## src/common/ram_pkg.sv

```systemverilog
// Shared constants and carrier types for the motor command block
`default_nettype none
package ram_pkg;
  // Clock and measurement tick
  localparam int CLK_PERIOD_NS = 5;
  localparam int TICK_NS       = 1000;
  localparam int TICK_CYC      = TICK_NS / CLK_PERIOD_NS;
  localparam logic [7:0] TICK_LAST = 8'(TICK_CYC - 1);
  // Servo pulse limits, in microsecond ticks
  localparam int CW = 15;
  localparam logic [CW-1:0] W_MIN    = 15'h01f4; // 0.5 ms
  localparam logic [CW-1:0] REV_FULL = 15'h0438; // 1.08 ms
  localparam logic [CW-1:0] DB_LO    = 15'h05a0; // 1.44 ms
  localparam logic [CW-1:0] NEUTRAL  = 15'h05dc; // 1.5 ms
  localparam logic [CW-1:0] DB_HI    = 15'h0618; // 1.56 ms
  localparam logic [CW-1:0] FWD_FULL = 15'h0776; // 1.91 ms
  localparam logic [CW-1:0] W_MAX    = 15'h09c4; // 2.5 ms
  localparam int RC_PERIOD_MS = 25;
  localparam int RC_TIMEOUT_TICKS = RC_PERIOD_MS * 1000;
  // Proportional gains: 360 us and 350 us spans onto 1023
  localparam logic [7:0] REV_GAIN  = 8'h5b;
  localparam int         REV_SHIFT = 5;
  localparam logic [7:0] FWD_GAIN  = 8'hbb;
  localparam int         FWD_SHIFT = 6;
  localparam logic signed [11:0] DUTY_FULL = 12'sh3ff;
  // Analog dead band on the 8-bit reading, and reading at reset
  localparam logic [7:0] ADC_DB_LO = 8'h7c;
  localparam logic [7:0] ADC_DB_HI = 8'h84;
  localparam logic [7:0] ADC_MID   = 8'h80;
  // Synchronised pin vector layout
  localparam int P_CMD   = 0;
  localparam int P_OC    = 2;
  localparam int P_OT    = 4;
  localparam int P_STRAP = 6;
  localparam int P_MODE  = 7;
  localparam int PIN_W   = 9;
  localparam logic [PIN_W-1:0] PIN_RST = 9'h040;
  localparam logic [1:0] MODE_PIN_ANALOG = 2'h0;
  localparam logic [1:0] MODE_PIN_RC     = 2'h1;

  typedef enum logic [2:0] {
    MODE_ANALOG = 3'h1,
    MODE_RC     = 3'h2,
    MODE_SERIAL = 3'h4
  } ram_mode_t;

  typedef logic signed [11:0] ram_duty_t;

  typedef struct packed {
    logic       valid;
    logic [7:0] data;
  } ram_adc_t;

  typedef struct packed {
    logic over_current;
    logic over_temp;
  } ram_bridge_t;

  typedef struct packed {
    logic      enable;
    ram_duty_t duty;
  } ram_drive_t;
endpackage
`default_nettype wire

```

## src/hdl/ram_motor_command.sv

```systemverilog
// Two-channel analog / servo-pulse motor command decoder with fault handling
`timescale 1ns/100ps
`default_nettype none

// Functional notes
// - Analog duty is (reading minus 128) times 8, 256 steps.
// - Servo width 1.44 to 1.56 ms gives zero duty.
// - Servo width 0.5 to 1.08 ms gives full reverse.
// - Servo width 1.91 to 2.5 ms gives full forward.
// - 1.08 to 1.44 ms gives reverse proportional to distance below band.
// - 1.56 to 1.91 ms gives forward proportional to distance above band.
// - Invalid width gives zero duty without clearing a fault; a stuck line loads a neutral 1.5 ms pulse.
// - One fault flag per motor, set by over-current or over-temperature.
// - Analog over-current resets that drive's duty to zero.
// - Analog fault stays until the reading returns into the dead band.
// - Servo fault clears once width returns into 1.44 to 1.56 ms.
// - Analog below mid-scale runs reverse, above runs forward.
// - Analog and servo modes free-spin unless the strap is grounded.
module ram_motor_command #(
  parameter logic [14:0] TIMEOUT_TICKS = 15'(ram_pkg::RC_TIMEOUT_TICKS)
) (
  input  wire logic                     clock,
  input  wire logic                     rst_b,
  input  wire logic [1:0]               mode_pins,
  input  wire logic                     addr_strap_b,
  input  wire logic                     channel_one_command_input,
  input  wire logic                     channel_two_command_input,
  input  wire ram_pkg::ram_bridge_t [1:0] bridge_status,
  input  wire ram_pkg::ram_adc_t [1:0]  adc_sample,
  input  wire ram_pkg::ram_duty_t [1:0] serial_duty,
  input  wire logic [1:0]               clear_fault_cmd,
  input  wire logic                     serial_brake_free,
  output logic [2:0]                    mode_state,
  output ram_pkg::ram_drive_t [1:0]     drive,
  output logic                          first_drive_fault_flag,
  output logic                          second_drive_fault_flag,
  output logic                          dynamic_brake
);

  // Servo magnitude from width; divide replaced by gain and shift
  function automatic ram_pkg::ram_duty_t rc_duty(input logic [14:0] w);
    logic [14:0] d;
    logic [22:0] p;
    d = 15'h0000;
    p = 23'h000000;
    rc_duty = 12'sh000;
    if (w >= ram_pkg::W_MIN && w <= ram_pkg::REV_FULL)
    begin
      rc_duty = -ram_pkg::DUTY_FULL;
    end
    else if (w > ram_pkg::REV_FULL && w < ram_pkg::DB_LO)
    begin
      d = ram_pkg::DB_LO - w;
      p = 23'(d) * 23'(ram_pkg::REV_GAIN);
      rc_duty = -$signed({1'b0, p[ram_pkg::REV_SHIFT +: 11]});
    end
    else if (w > ram_pkg::DB_HI && w < ram_pkg::FWD_FULL)
    begin
      d = w - ram_pkg::DB_HI;
      p = 23'(d) * 23'(ram_pkg::FWD_GAIN);
      rc_duty = $signed({1'b0, p[ram_pkg::FWD_SHIFT +: 11]});
    end
    else if (w >= ram_pkg::FWD_FULL && w <= ram_pkg::W_MAX)
    begin
      rc_duty = ram_pkg::DUTY_FULL;
    end
    else
    begin
      rc_duty = 12'sh000;
    end
  endfunction

  // Pin synchronisers: three stages, a change counts once stages two and three agree
  logic [ram_pkg::PIN_W-1:0] pins_raw;
  logic [ram_pkg::PIN_W-1:0] sy1_reg;
  logic [ram_pkg::PIN_W-1:0] sy2_reg;
  logic [ram_pkg::PIN_W-1:0] sy3_reg;
  logic [ram_pkg::PIN_W-1:0] flt_reg;
  logic [ram_pkg::PIN_W-1:0] flt_next;

  assign pins_raw = {mode_pins, addr_strap_b,
                     bridge_status[1].over_temp, bridge_status[0].over_temp,
                     bridge_status[1].over_current, bridge_status[0].over_current,
                     channel_two_command_input, channel_one_command_input};

  // Hold the filtered level while stages two and three disagree
  always_comb
  begin
    flt_next = (flt_reg & (sy2_reg ^ sy3_reg)) | (sy3_reg & ~(sy2_reg ^ sy3_reg));
  end

  always_ff @(posedge clock or negedge rst_b)
  begin
    if (!rst_b)
    begin
      sy1_reg <= ram_pkg::PIN_RST;
      sy2_reg <= ram_pkg::PIN_RST;
      sy3_reg <= ram_pkg::PIN_RST;
      flt_reg <= ram_pkg::PIN_RST;
    end
    else
    begin
      sy1_reg <= pins_raw;
      sy2_reg <= sy1_reg;
      sy3_reg <= sy2_reg;
      flt_reg <= flt_next;
    end
  end

  // Mode, brake style and microsecond tick
  ram_pkg::ram_mode_t mode_reg;
  ram_pkg::ram_mode_t mode_next;
  logic               brake_reg;
  logic               brake_next;
  logic [7:0]         pre_reg;
  logic [7:0]         pre_next;
  logic               tick_reg;
  logic               tick_next;

  always_comb
  begin
    case (flt_reg[ram_pkg::P_MODE +: 2])
      ram_pkg::MODE_PIN_ANALOG: mode_next = ram_pkg::MODE_ANALOG;
      ram_pkg::MODE_PIN_RC:     mode_next = ram_pkg::MODE_RC;
      default:                  mode_next = ram_pkg::MODE_SERIAL;
    endcase
    // Serial mode takes brake style from the host; the strap applies elsewhere
    case (mode_reg)
      ram_pkg::MODE_SERIAL: brake_next = ~serial_brake_free;
      default:              brake_next = ~flt_reg[ram_pkg::P_STRAP];
    endcase
  end

  always_ff @(posedge clock or negedge rst_b)
  begin
    if (!rst_b)
    begin
      mode_reg  <= ram_pkg::MODE_ANALOG;
      brake_reg <= 1'b0;
    end
    else
    begin
      mode_reg  <= mode_next;
      brake_reg <= brake_next;
    end
  end

  // Free-running tick; its phase against a pulse edge costs up to 1 us of width
  always_comb
  begin
    tick_next = (pre_reg == ram_pkg::TICK_LAST);
    pre_next  = tick_next ? 8'h00 : pre_reg + 8'h01;
  end

  always_ff @(posedge clock or negedge rst_b)
  begin
    if (!rst_b)
    begin
      pre_reg  <= 8'h00;
      tick_reg <= 1'b0;
    end
    else
    begin
      pre_reg  <= pre_next;
      tick_reg <= tick_next;
    end
  end

  // Bridge fault pins after synchronisation; over-temperature counts like over-current
  function automatic logic bridge_status_set(input int ch);
    bridge_status_set = flt_reg[ram_pkg::P_OC + ch] | flt_reg[ram_pkg::P_OT + ch];
  endfunction

  genvar i;
  generate
    for (i = 0; i < 2; i++)
    begin : g_ch
      logic        lvl;
      logic        prev_reg;
      logic [14:0] cnt_reg;
      logic [14:0] cnt_next;
      logic [14:0] width_reg;
      logic [14:0] width_next;
      logic [7:0]  samp_reg;
      logic [7:0]  samp_next;
      logic        fault_next;
      logic        fault_reg;
      logic        clr;
      ram_pkg::ram_drive_t drv_reg;
      ram_pkg::ram_duty_t  cmd;
      ram_pkg::ram_drive_t drv_next;

      // Command levels come from the filtered pin vector, never from the raw pins
      assign lvl = flt_reg[ram_pkg::P_CMD + i];

      // Width counter in 1 us ticks, restarted on every edge, saturating
      always_comb
      begin
        cnt_next   = cnt_reg;
        width_next = width_reg;
        if (lvl != prev_reg)
        begin
          cnt_next = 15'h0000;
        end
        // A saturated count reads as an invalid width instead of wrapping into range
        else if (tick_reg && cnt_reg != 15'h7fff)
        begin
          cnt_next = cnt_reg + 15'h0001;
        end
        if (prev_reg && !lvl)
        begin
          width_next = cnt_reg;
        end
        else if (prev_reg && lvl && cnt_reg > ram_pkg::W_MAX)
        begin
          width_next = ram_pkg::NEUTRAL;
        end
        else if (!prev_reg && !lvl && cnt_reg >= TIMEOUT_TICKS)
        begin
          width_next = ram_pkg::NEUTRAL;
        end
        samp_next = adc_sample[i].valid ? adc_sample[i].data : samp_reg;
      end

      // Fault clear source and command duty per mode; a set beats a clear
      always_comb
      begin
        case (mode_reg)
          ram_pkg::MODE_ANALOG:
          begin
            clr = samp_reg >= ram_pkg::ADC_DB_LO && samp_reg <= ram_pkg::ADC_DB_HI;
            cmd = {~samp_reg[7], ~samp_reg[7], samp_reg[6:0], 3'b000};
          end
          ram_pkg::MODE_RC:
          begin
            clr = width_reg >= ram_pkg::DB_LO && width_reg <= ram_pkg::DB_HI;
            cmd = rc_duty(width_reg);
          end
          ram_pkg::MODE_SERIAL:
          begin
            clr = clear_fault_cmd[i];
            cmd = serial_duty[i];
          end
          default:
          begin
            clr = 1'b0;
            cmd = 12'sh000;
          end
        endcase
        // Serial clear is a one-cycle command; analog and servo clears are levels
        fault_next = bridge_status_set(i) | (fault_reg & ~clr);
        drv_next.enable = ~fault_next;
        drv_next.duty   = fault_next ? 12'sh000 : cmd;
      end

      // Width is latched at a fall or loaded with NEUTRAL on a stuck line; a rising edge leaves the last command in force
      always_ff @(posedge clock or negedge rst_b)
      begin
        if (!rst_b)
        begin
          prev_reg  <= 1'b0;
          cnt_reg   <= 15'h0000;
          width_reg <= ram_pkg::NEUTRAL;
          samp_reg  <= ram_pkg::ADC_MID;
        end
        else
        begin
          prev_reg  <= lvl;
          cnt_reg   <= cnt_next;
          width_reg <= width_next;
          samp_reg  <= samp_next;
        end
      end

      // Flag and drive share one edge, so a faulted bridge is never seen enabled
      always_ff @(posedge clock or negedge rst_b)
      begin
        if (!rst_b)
        begin
          fault_reg <= 1'b0;
          drv_reg   <= '0;
        end
        else
        begin
          fault_reg <= fault_next;
          drv_reg   <= drv_next;
        end
      end
    end
  endgenerate

  // Outputs straight from registers; each channel keeps its own flag and drive
  assign drive                   = {g_ch[1].drv_reg, g_ch[0].drv_reg};
  assign first_drive_fault_flag  = g_ch[0].fault_reg;
  assign second_drive_fault_flag = g_ch[1].fault_reg;
  assign dynamic_brake           = brake_reg;
  assign mode_state              = mode_reg;

endmodule
`default_nettype wire

```

## config.mk

```make
export PLATFORM = sky130hd
export DESIGN_NAME = ram_motor_command
export DESIGN_NICKNAME = d
export VERILOG_FILES = /design/src/common/ram_pkg.sv /design/src/hdl/ram_motor_command.sv
export SDC_FILE = /design/constraint.sdc
export NUM_CORES = 1
export LEC_CHECK = 0
export ABC_AREA = 1
export BUFFER_PORTS_ARGS = -buffer_cell sky130_fd_sc_hd__buf_2
export CELL_PAD_IN_SITES_DETAIL_PLACEMENT = 1
export CELL_PAD_IN_SITES_GLOBAL_PLACEMENT = 2
export CORE_AREA = 2 2 223 225
export DETAILED_ROUTE_END_ITERATION = 10
export DIE_AREA = 0 0 225 227
export PLACE_DENSITY_LB_ADDON = 0.1
export SYNTH_ARGS = -nofsm -noshare
export SYNTH_HDL_FRONTEND = slang
export SYNTH_SLANG_ARGS = --single-unit
```

## constraint.sdc

```tcl
create_clock -name clock -period 16.6 [get_ports clock]
set_input_delay 2.49 -clock clock [delete_from_list [all_inputs] [get_ports clock]]
set_output_delay 2.49 -clock clock [all_outputs]
set_load 0.05 [all_outputs]
```

==> flow_summary.toml, run 1 <==
[status]
status = "complete, no violations"

[cts]
cts_resized = 0
clk_pin_slew_ns = 0.06
cts_htree_levels = 4
clock_latency_ns = 0.47
cts_max_path_buffers = 2
cts.sinks = 155
clockRootBuffer = "clkbuf_16"
postCtsHoldBufs = 0
cts_tree = "built"
cts_setup_buffers = 0
cts_buffers = 17

[synthesis]
synth_common_cells = "463 x inv_1, 399 x nand2_1, 183 x ha_1"
syn-instance-count = 2131
syn-cell-area_um2 = 16800
ys_dominant_reg_cell = "dfrtp_1"
synth_enable_flop_cells = 0
syn_area_per_cell_um2 = 7.90
synth-adder-area-share_pct = 28.9
synth_seq_cells = 155
yosys-top-cells-area = "dfrtp_1 20%, fa_1 15%, ha_1 14%"
yosys.area.top_type = "dfrtp_1"
synth_simple_gate_area_share_pct = 19.9
synth.most_common_cell = "inv_1"
synth_top_area_share_pct = 19.9
synth_compound_area_share_pct = 10.3
yosysWarnings = 0
ys_types = 68
async_flop_share_pct = 100
muxShareOfSynthArea_pct = 0.327
synth-xor-area-share_pct = 5.61
yosysSeqAreaShare_pct = 23.2
synth_nets = 2494
synth_top_family_by_area = "adder cells"

[global_routing]
first_global_vias = 15300
antenna_found_initial = 0
grt_max_degree = 81
grt_pass1_wl_um = 80900
grt_overflow = 0
track_usage_pct = 20.3

[worst_setup_path]
max_stage_delay_ns = 0.58
end_kind = "flip-flop"
crit_fanout = 9
crit_path_start_kind = "flip-flop"
required_ns = 16.94
arrival_ns = 6.39
slowest_stage = "dfstp_2"
path_class = "flip-flop to flip-flop"

[placement]
post-dp-hpwl_um = 41600
port_buffers = 87
routabilityCongestion = 0.852

[route]
remaining_drc_errors = 0
ant_nets = 0
vias_per_cell = 4.83
wl_per_cell_um = 17.2
drtPass1Iterations = 5
vias = 13800
routed_wl_um = 49100
drt_iter0_markers = 501

[timing]
fin_crit_sh_pct = 36.4
fin_skew_ns = 0.00923
relSlewSlack_pct = 36.1
grt_setup_unrepaired = "no"
tns_ns = 0
fmax_mhz = 165
whs_ns = 0.348
worstMarginPinSlew_ns = 0.958
slew_violations = 0
hold_violations = 0
finalSetupViolations = 0
period_needed_ns = 6.05

[min_path]
hold_path.class = "flip-flop to flip-flop"

[final_layout]
fill_cells = 5965
syn_to_final_growth_pct = 10.3
nNetsFinal = 2579
drive_gt1_share_pct = 10.7
antenna_cells = 0

[die]
coreArea_um2 = 48500
io_pins = 88
die_y_um = 227
start_util_pct = 34.7
die_area_um2 = 51100
die_w_um = 225
rows = 81

[job]
maxCapViolations = 0
==> path summary, 6_finish.rpt <==
kind                                      startpoint                    to  slack [ns]  cells past startpoint
worst max-delay path            g_ch[1].width_reg[3]             drive[23]       10.55                     30
worst min-delay path                      sy1_reg[2]            sy2_reg[2]        0.35                      0
worst max register to register  g_ch[1].width_reg[3]             drive[23]       10.55                     30
worst min register to register            sy1_reg[2]            sy2_reg[2]        0.35                      0
max in group asynchronous                      rst_b            sy3_reg[5]       13.08                      2
min in group asynchronous                      rst_b  g_ch[0].width_reg[1]        2.07                      1
==> kinds of logic (layout without fill, tap and decap cells) <==
group / after synthesis / count (layout)
compound gates: 287 / 287
buf+inv: 512 / 610
flops: 155 / 155
mux: 5 / 5
fa+ha+maj: 316 / 316
xor+xnor: 101 / 101
simple gates: 755 / 755
==> cells in the final DEF (no fill, tap or decap), types with 5 or more instances in the layout <==
| master | Yosys | layout |
|---|---|---|
| o211ai_1 | 7 | 7 |
| nor2_2 | 9 | 9 |
| inv_1 | 463 | 463 |
| ha_1 | 183 | 183 |
| a31oi_1 | 17 | 17 |
| nand3_1 | 121 | 121 |
| nand2_2 | 26 | 26 |
| buf_2 | 4 | 86 |
| xor2_2 | 8 | 8 |
| fa_1 | 124 | 124 |
| dfrtp_1 | 134 | 134 |
| clkbuf_16 | 0 | 17 |
| a21oi_1 | 98 | 98 |
| a22oi_1 | 12 | 12 |
| nor3_1 | 28 | 26 |
| inv_6 | 2 | 5 |
| o21bai_1 | 9 | 9 |
| nand4_1 | 24 | 24 |
| xnor2_1 | 28 | 28 |
| nor3_2 | 3 | 5 |
| maj3_1 | 9 | 9 |
| nand2_1 | 399 | 399 |
| nor2_1 | 114 | 114 |
| dfstp_2 | 21 | 21 |
| nor4_1 | 6 | 6 |
| o21ai_0 | 78 | 78 |
| a211oi_1 | 6 | 6 |
| o22ai_1 | 17 | 17 |
| inv_2 | 17 | 17 |
| o21ai_1 | 5 | 5 |
| nand3b_1 | 8 | 8 |
| xor2_1 | 65 | 65 |
==> final cells by class <==
cell class	count	area [um2]	area share, %
multi-input cells	1464	10900	59.0
flip-flops and latches	155	3910	21.0
inverters	488	1850	9.95
well taps	622	778	4.19
repair buffers	90	464	2.50
clock buffers	20	457	2.46
clock inverters	12	161	0.870
==> critical path: cells and delay by family, from the launching register on <==
family	cells	cell delay [ns]
compound gates	2	0.26
buf+inv	7	0.58
xor+xnor	2	0.74
flops	1	0.58
simple gates	13	1.26
fa+ha+maj	6	2.47
==> through the flow <==
stage	cells	utilization [%]	instance area (um2)	setup WS, ns
4_1_cts	2851	38.2	18600	10.48
3_3_place_gp	2819	36.9	17900	10.59
6_report	2851	38.2	18600	10.55
5_1_grt	2851	38.2	18600	9.95
3_5_place_dp	2819	36.9	17900	10.49
2_1_floorplan	2131	-	16800	11.29
==> routing by layer <==
metal | share of wire, % | track usage [%]
met5 | 0 | 0
met1 | 47 | 25.9
met3 | 1.6 | 2.08
met4 | 1.4 | 5.32
met2 | 50 | 36.6
Power of run 1 is left out: the tool's default activity adds up to more than one toggle a clock period on the data nets, which glitch-free logic cannot reach.
==> run 2, diff against run 1 <==
Clock period 16.6 ns to 5.3 ns, I/O delays scaled along.
==> run 2 against run 1 <==
  * Count of clock-buffer cells in the layout grew 3
  * Sequential share of layout area is 2.5 points lower
  * Flip-flop and latch count did not move
  * Via count rose by 6.1%
  * Non-clock buffer count rose by 174
  * Worst setup slack got worse by 10 ns
  * Design area grew 14%
  * Routed wire length rose by 5.0%
  * Global-route usage increased by 0.37 points
  * Critical path depth grew 3
  * Critical endpoint is now drive[24]
==> flow_summary.toml, run 2 (synthesis results as in run 1) <==
[final_layout]
mostFrequentLayoutCells = "439 x inv_1, 355 x nand2_1, 171 x buf_4, 137 x ha_1, 133 x dfrtp_1"
antenna_cells = 0
final_common_cell = "inv_1"
syn_to_final_growth_pct = 25.5
drive_gt1_share_pct = 26.1
nNetsFinal = 2753
utilization_pct = 43.5

[die]
die_y_um = 227
die_w_um = 225
io_pins = 88
coreArea_um2 = 48500
die_area_um2 = 51100
start_util_pct = 34.7
rows = 81

[timing]
relSlewSlack_pct = 18.6
worstMarginPinSlew_ns = 1.21
fmax_mhz = 193
whs_ns = 0.350
period_needed_ns = 5.17
slew_violations = 0
hold_violations = 0
grt_setup_unrepaired = "yes"
fin_skew_ns = 0.0103
fin_crit_sh_pct = 97.5
finalSetupViolations = 0

[worst_setup_path]
path_common_cell = "inv_2"
arrival_ns = 5.53
path_class = "flip-flop to flip-flop"
end_kind = "flip-flop"
crit_path_start_kind = "flip-flop"
max_stage_delay_ns = 0.54
required_ns = 5.66
slowest_stage = "dfstp_2"
crit_fanout = 3
r2r_slack_ns = 0.13

[cts]
cts_htree_levels = 4
clockRootBuffer = "clkbuf_16"
cts.sinks = 155
cts_buffers = 17
clock_latency_ns = 0.47
clk_pin_slew_ns = 0.07
cts_tree = "built"
cts_max_path_buffers = 2

[global_routing]
grt_pass1_wl_um = 82900
track_usage_pct = 20.7
first_global_vias = 16000
grt_max_degree = 77
antenna_found_initial = 0
grt_overflow = 0

[route]
vias_per_cell = 4.84
drtPass1Iterations = 5
drt_iter0_markers = 557
wl_per_cell_um = 17.0
ant_nets = 0
routed_wl_um = 51500
remaining_drc_errors = 0
vias = 14600

[status]
status = "complete, no violations"

[placement]
port_buffers = 87
routabilityCongestion = 0.827
post-dp-hpwl_um = 42900

[job]
maxCapViolations = 0

[min_path]
hold_path.class = "flip-flop to flip-flop"
## run 2: metal layers
layer  track usage [%]  routed length, um
met3              3.05               1010
met2              37.9              26600
met4              5.23                820
met5                 0                  0
met1              25.3              23100
## run 2: worst max-delay path: cells and delay by family, from the launching register on
family | cells | cell delay [ns]
fa+ha+maj | 6 | 2.21
simple gates | 16 | 1.28
flops | 1 | 0.54
buf+inv | 7 | 0.43
compound gates | 2 | 0.31
xor+xnor | 2 | 0.30
## run 2: worst paths after layout
kind                                  endpoint  cells past startpoint                  from
setup / recovery                     drive[24]                     33  g_ch[1].width_reg[2]
hold / removal                      sy2_reg[5]                      0            sy1_reg[5]
setup reg to reg                     drive[24]                     33  g_ch[1].width_reg[2]
hold reg to reg                     sy2_reg[5]                      0            sy1_reg[5]
max in group asynchronous  g_ch[1].samp_reg[7]                      2                 rst_b
min in group asynchronous   g_ch[0].cnt_reg[3]                      1                 rst_b
## run 2: per-stage QoR
stage | setup TNS (ns) | cell area (um2) | worst slack (ns) | std cells
after detailed placement | -1.01 | 19000 | -0.215 | 2959
after CTS | -0.0181 | 19800 | -0.0181 | 2996
after floorplan | 0 | 16800 | 0.0640 | 2131
after global placement | -0.518 | 19000 | -0.202 | 2959
final | 0 | 21100 | 0.131 | 3025
after global routing | -0.641 | 21100 | -0.161 | 3025
## run 2: final cells by class
cell class / count / area (um2)
clock inverters: 9 / 91.3
clock buffers: 23 / 468
flip-flops and latches: 155 / 3910
fillers: 5827 / 27400
well taps: 622 / 778
multi-input cells: 1464 / 12200
inverters: 488 / 1850
repair buffers: 264 / 1790
## run 2: repair_timing
item	4_1_cts	5_1_grt
hold buffers	0	0
endpoints found under the setup margin	11	17
pin swaps	8	84
resized for setup	40	239
gates cloned	0	0
buffers inserted	5	30
Power of run 2 is left out for the same reason.
==> run 3, diff against run 2 <==
Settings changed: CORE_AREA 2 2 223 225 to 2 2 240 242, DIE_AREA 0 0 225 227 to 0 0 242 244.
==> run 3 against run 2 <==
  * Clock skew up 0.0038 ns
  * Largest cell class unchanged
  * Via count up 0.54%
  * Critical path type unchanged
  * First-iteration DRC count down 13%
==> flow_summary.toml, run 3 (synthesis results as in run 1) <==
[die]
io_pins = 88
rows = 87
die_area_um2 = 59000
coreArea_um2 = 56200
start_util_pct = 30.0
die_w_um = 242
die_y_um = 244

[timing]
slew_violations = 0
finalSetupViolations = 0
period_needed_ns = 5.19
worstMarginPinSlew_ns = 1.10
fin_skew_ns = 0.0141
fmax_mhz = 193
grt_setup_unrepaired = "yes"
setup_ws_ns = 0.109
fin_crit_sh_pct = 98.0
relSlewSlack_pct = 25.9
hold_violations = 0

[worst_setup_path]
max_stage_delay_ns = 0.54
path_class = "flip-flop to flip-flop"
crit_path_start_kind = "flip-flop"
slowest_stage = "dfstp_2"
arrival_ns = 5.55
end_kind = "flip-flop"
rr_endpoint = "drive[24]"
path_common_cell = "nand2_2"
r2r_slack_ns = 0.11
crit_fanout = 3
required_ns = 5.66
reg2reg_from = "g_ch[1].width_reg[2]"
r2r_cells = 33

[route]
remaining_drc_errors = 0
routed_wl_um = 52400
drtPass1Iterations = 4
vias = 14700
drt_iter0_markers = 485
vias_per_cell = 4.60
wl_per_cell_um = 16.4
ant_nets = 0

[global_routing]
top_usage_layer = "met2"
antenna_found_initial = 0
grt_max_degree = 81
use_met3_pct = 1.92
grt_pass1_wl_um = 85900
track_usage_pct = 18.2
first_global_vias = 16400
grt_overflow = 0
gr-usage-met1_pct = 22.2
use_met2_pct = 33.6

[cts]
clock_latency_ns = 0.47
clockRootBuffer = "clkbuf_16"
clk_pin_slew_ns = 0.07
cts_htree_levels = 4
cts.sinks = 155
cts_max_path_buffers = 2
cts_tree = "built"
cts_buffers = 17

[final_layout]
final_common_cell = "inv_1"
drive_gt1_share_pct = 26.8
nNetsFinal = 2789
syn_to_final_growth_pct = 28.1
antenna_cells = 0
mostFrequentLayoutCells = "444 x inv_1, 358 x nand2_1, 204 x buf_4, 141 x ha_1, 133 x dfrtp_1"

[min_path]
hp-start = "sy1_reg[8]"
hold_path.class = "flip-flop to flip-flop"
hold_end = "sy2_reg[8]"
min_path_cells = 0

[status]
status = "complete, no violations"

[placement]
post-dp-hpwl_um = 44300
routabilityCongestion = 0.837
pre_cts_ws_ns = -0.232
port_buffers = 87

[job]
maxCapViolations = 0
[run 3: area by class of cell]
type | count | area [um2]
clock buffers | 17 | 425
clock inverters | 15 | 179
fillers | 6794 | 34600
inverters | 488 | 1850
multi-input cells | 1464 | 12200
flip-flops and latches | 155 | 3910
well taps | 756 | 946
repair buffers | 300 | 2080
[run 3: worst max-delay path by stage]
stage	slack (ns)	startpoint	depth (start not counted)	end
final	0.11	g_ch[1].width_reg[2]	33	drive[24]
after global routing	-0.22	g_ch[1].width_reg[2]	35	drive[24]
after CTS	-0.03	g_ch[1].width_reg[2]	32	drive[24]
after detailed placement	-0.23	g_ch[1].width_reg[2]	32	drive[24]
after global placement	-0.31	g_ch[1].width_reg[2]	32	drive[24]
after floorplan	0.06	g_ch[1].width_reg[2]	32	drive[23]
[run 3: worst max-delay path: cells and delay by family, from the launching register on]
kind | cells | cell delay, ns
xor gates and xnor gates | 1 | 0.18
and+or+nand+nor | 16 | 1.31
DFF | 1 | 0.54
adders and majority gates | 6 | 2.09
buffers and inverters | 7 | 0.41
AOI/OAI and AO/OA | 3 | 0.55
[run 3: layer usage]
metal	vias up	wire (um)
met5	-	0
met4	0	1240
met3	58	735
met2	111	26900
met1	7234	23500
li1	7302	-
[run 3: repair_timing]
item | in CTS | in global routing
pin swaps | 11 | 89
setup endpoints to repair | 15 | 18
resized for setup | 31 | 225
setup buffers | 6 | 31
hold buffers | 0 | 0
[run 3: per-stage QoR]
step	utilization, %	instance area [um2]	TNS (ns)	instances	hold slack (ns)
floorplan	-	16800	0	2131	0.331
global placement	34.6	19400	-0.906	3126	0.333
detailed placement	34.6	19400	-1.50	3126	0.337
CTS	36.0	20200	-0.0280	3164	0.347
global route	38.4	21600	-0.948	3195	0.342
finish	38.4	21600	0	3195	0.342
Power of run 3 is left out for the same reason.
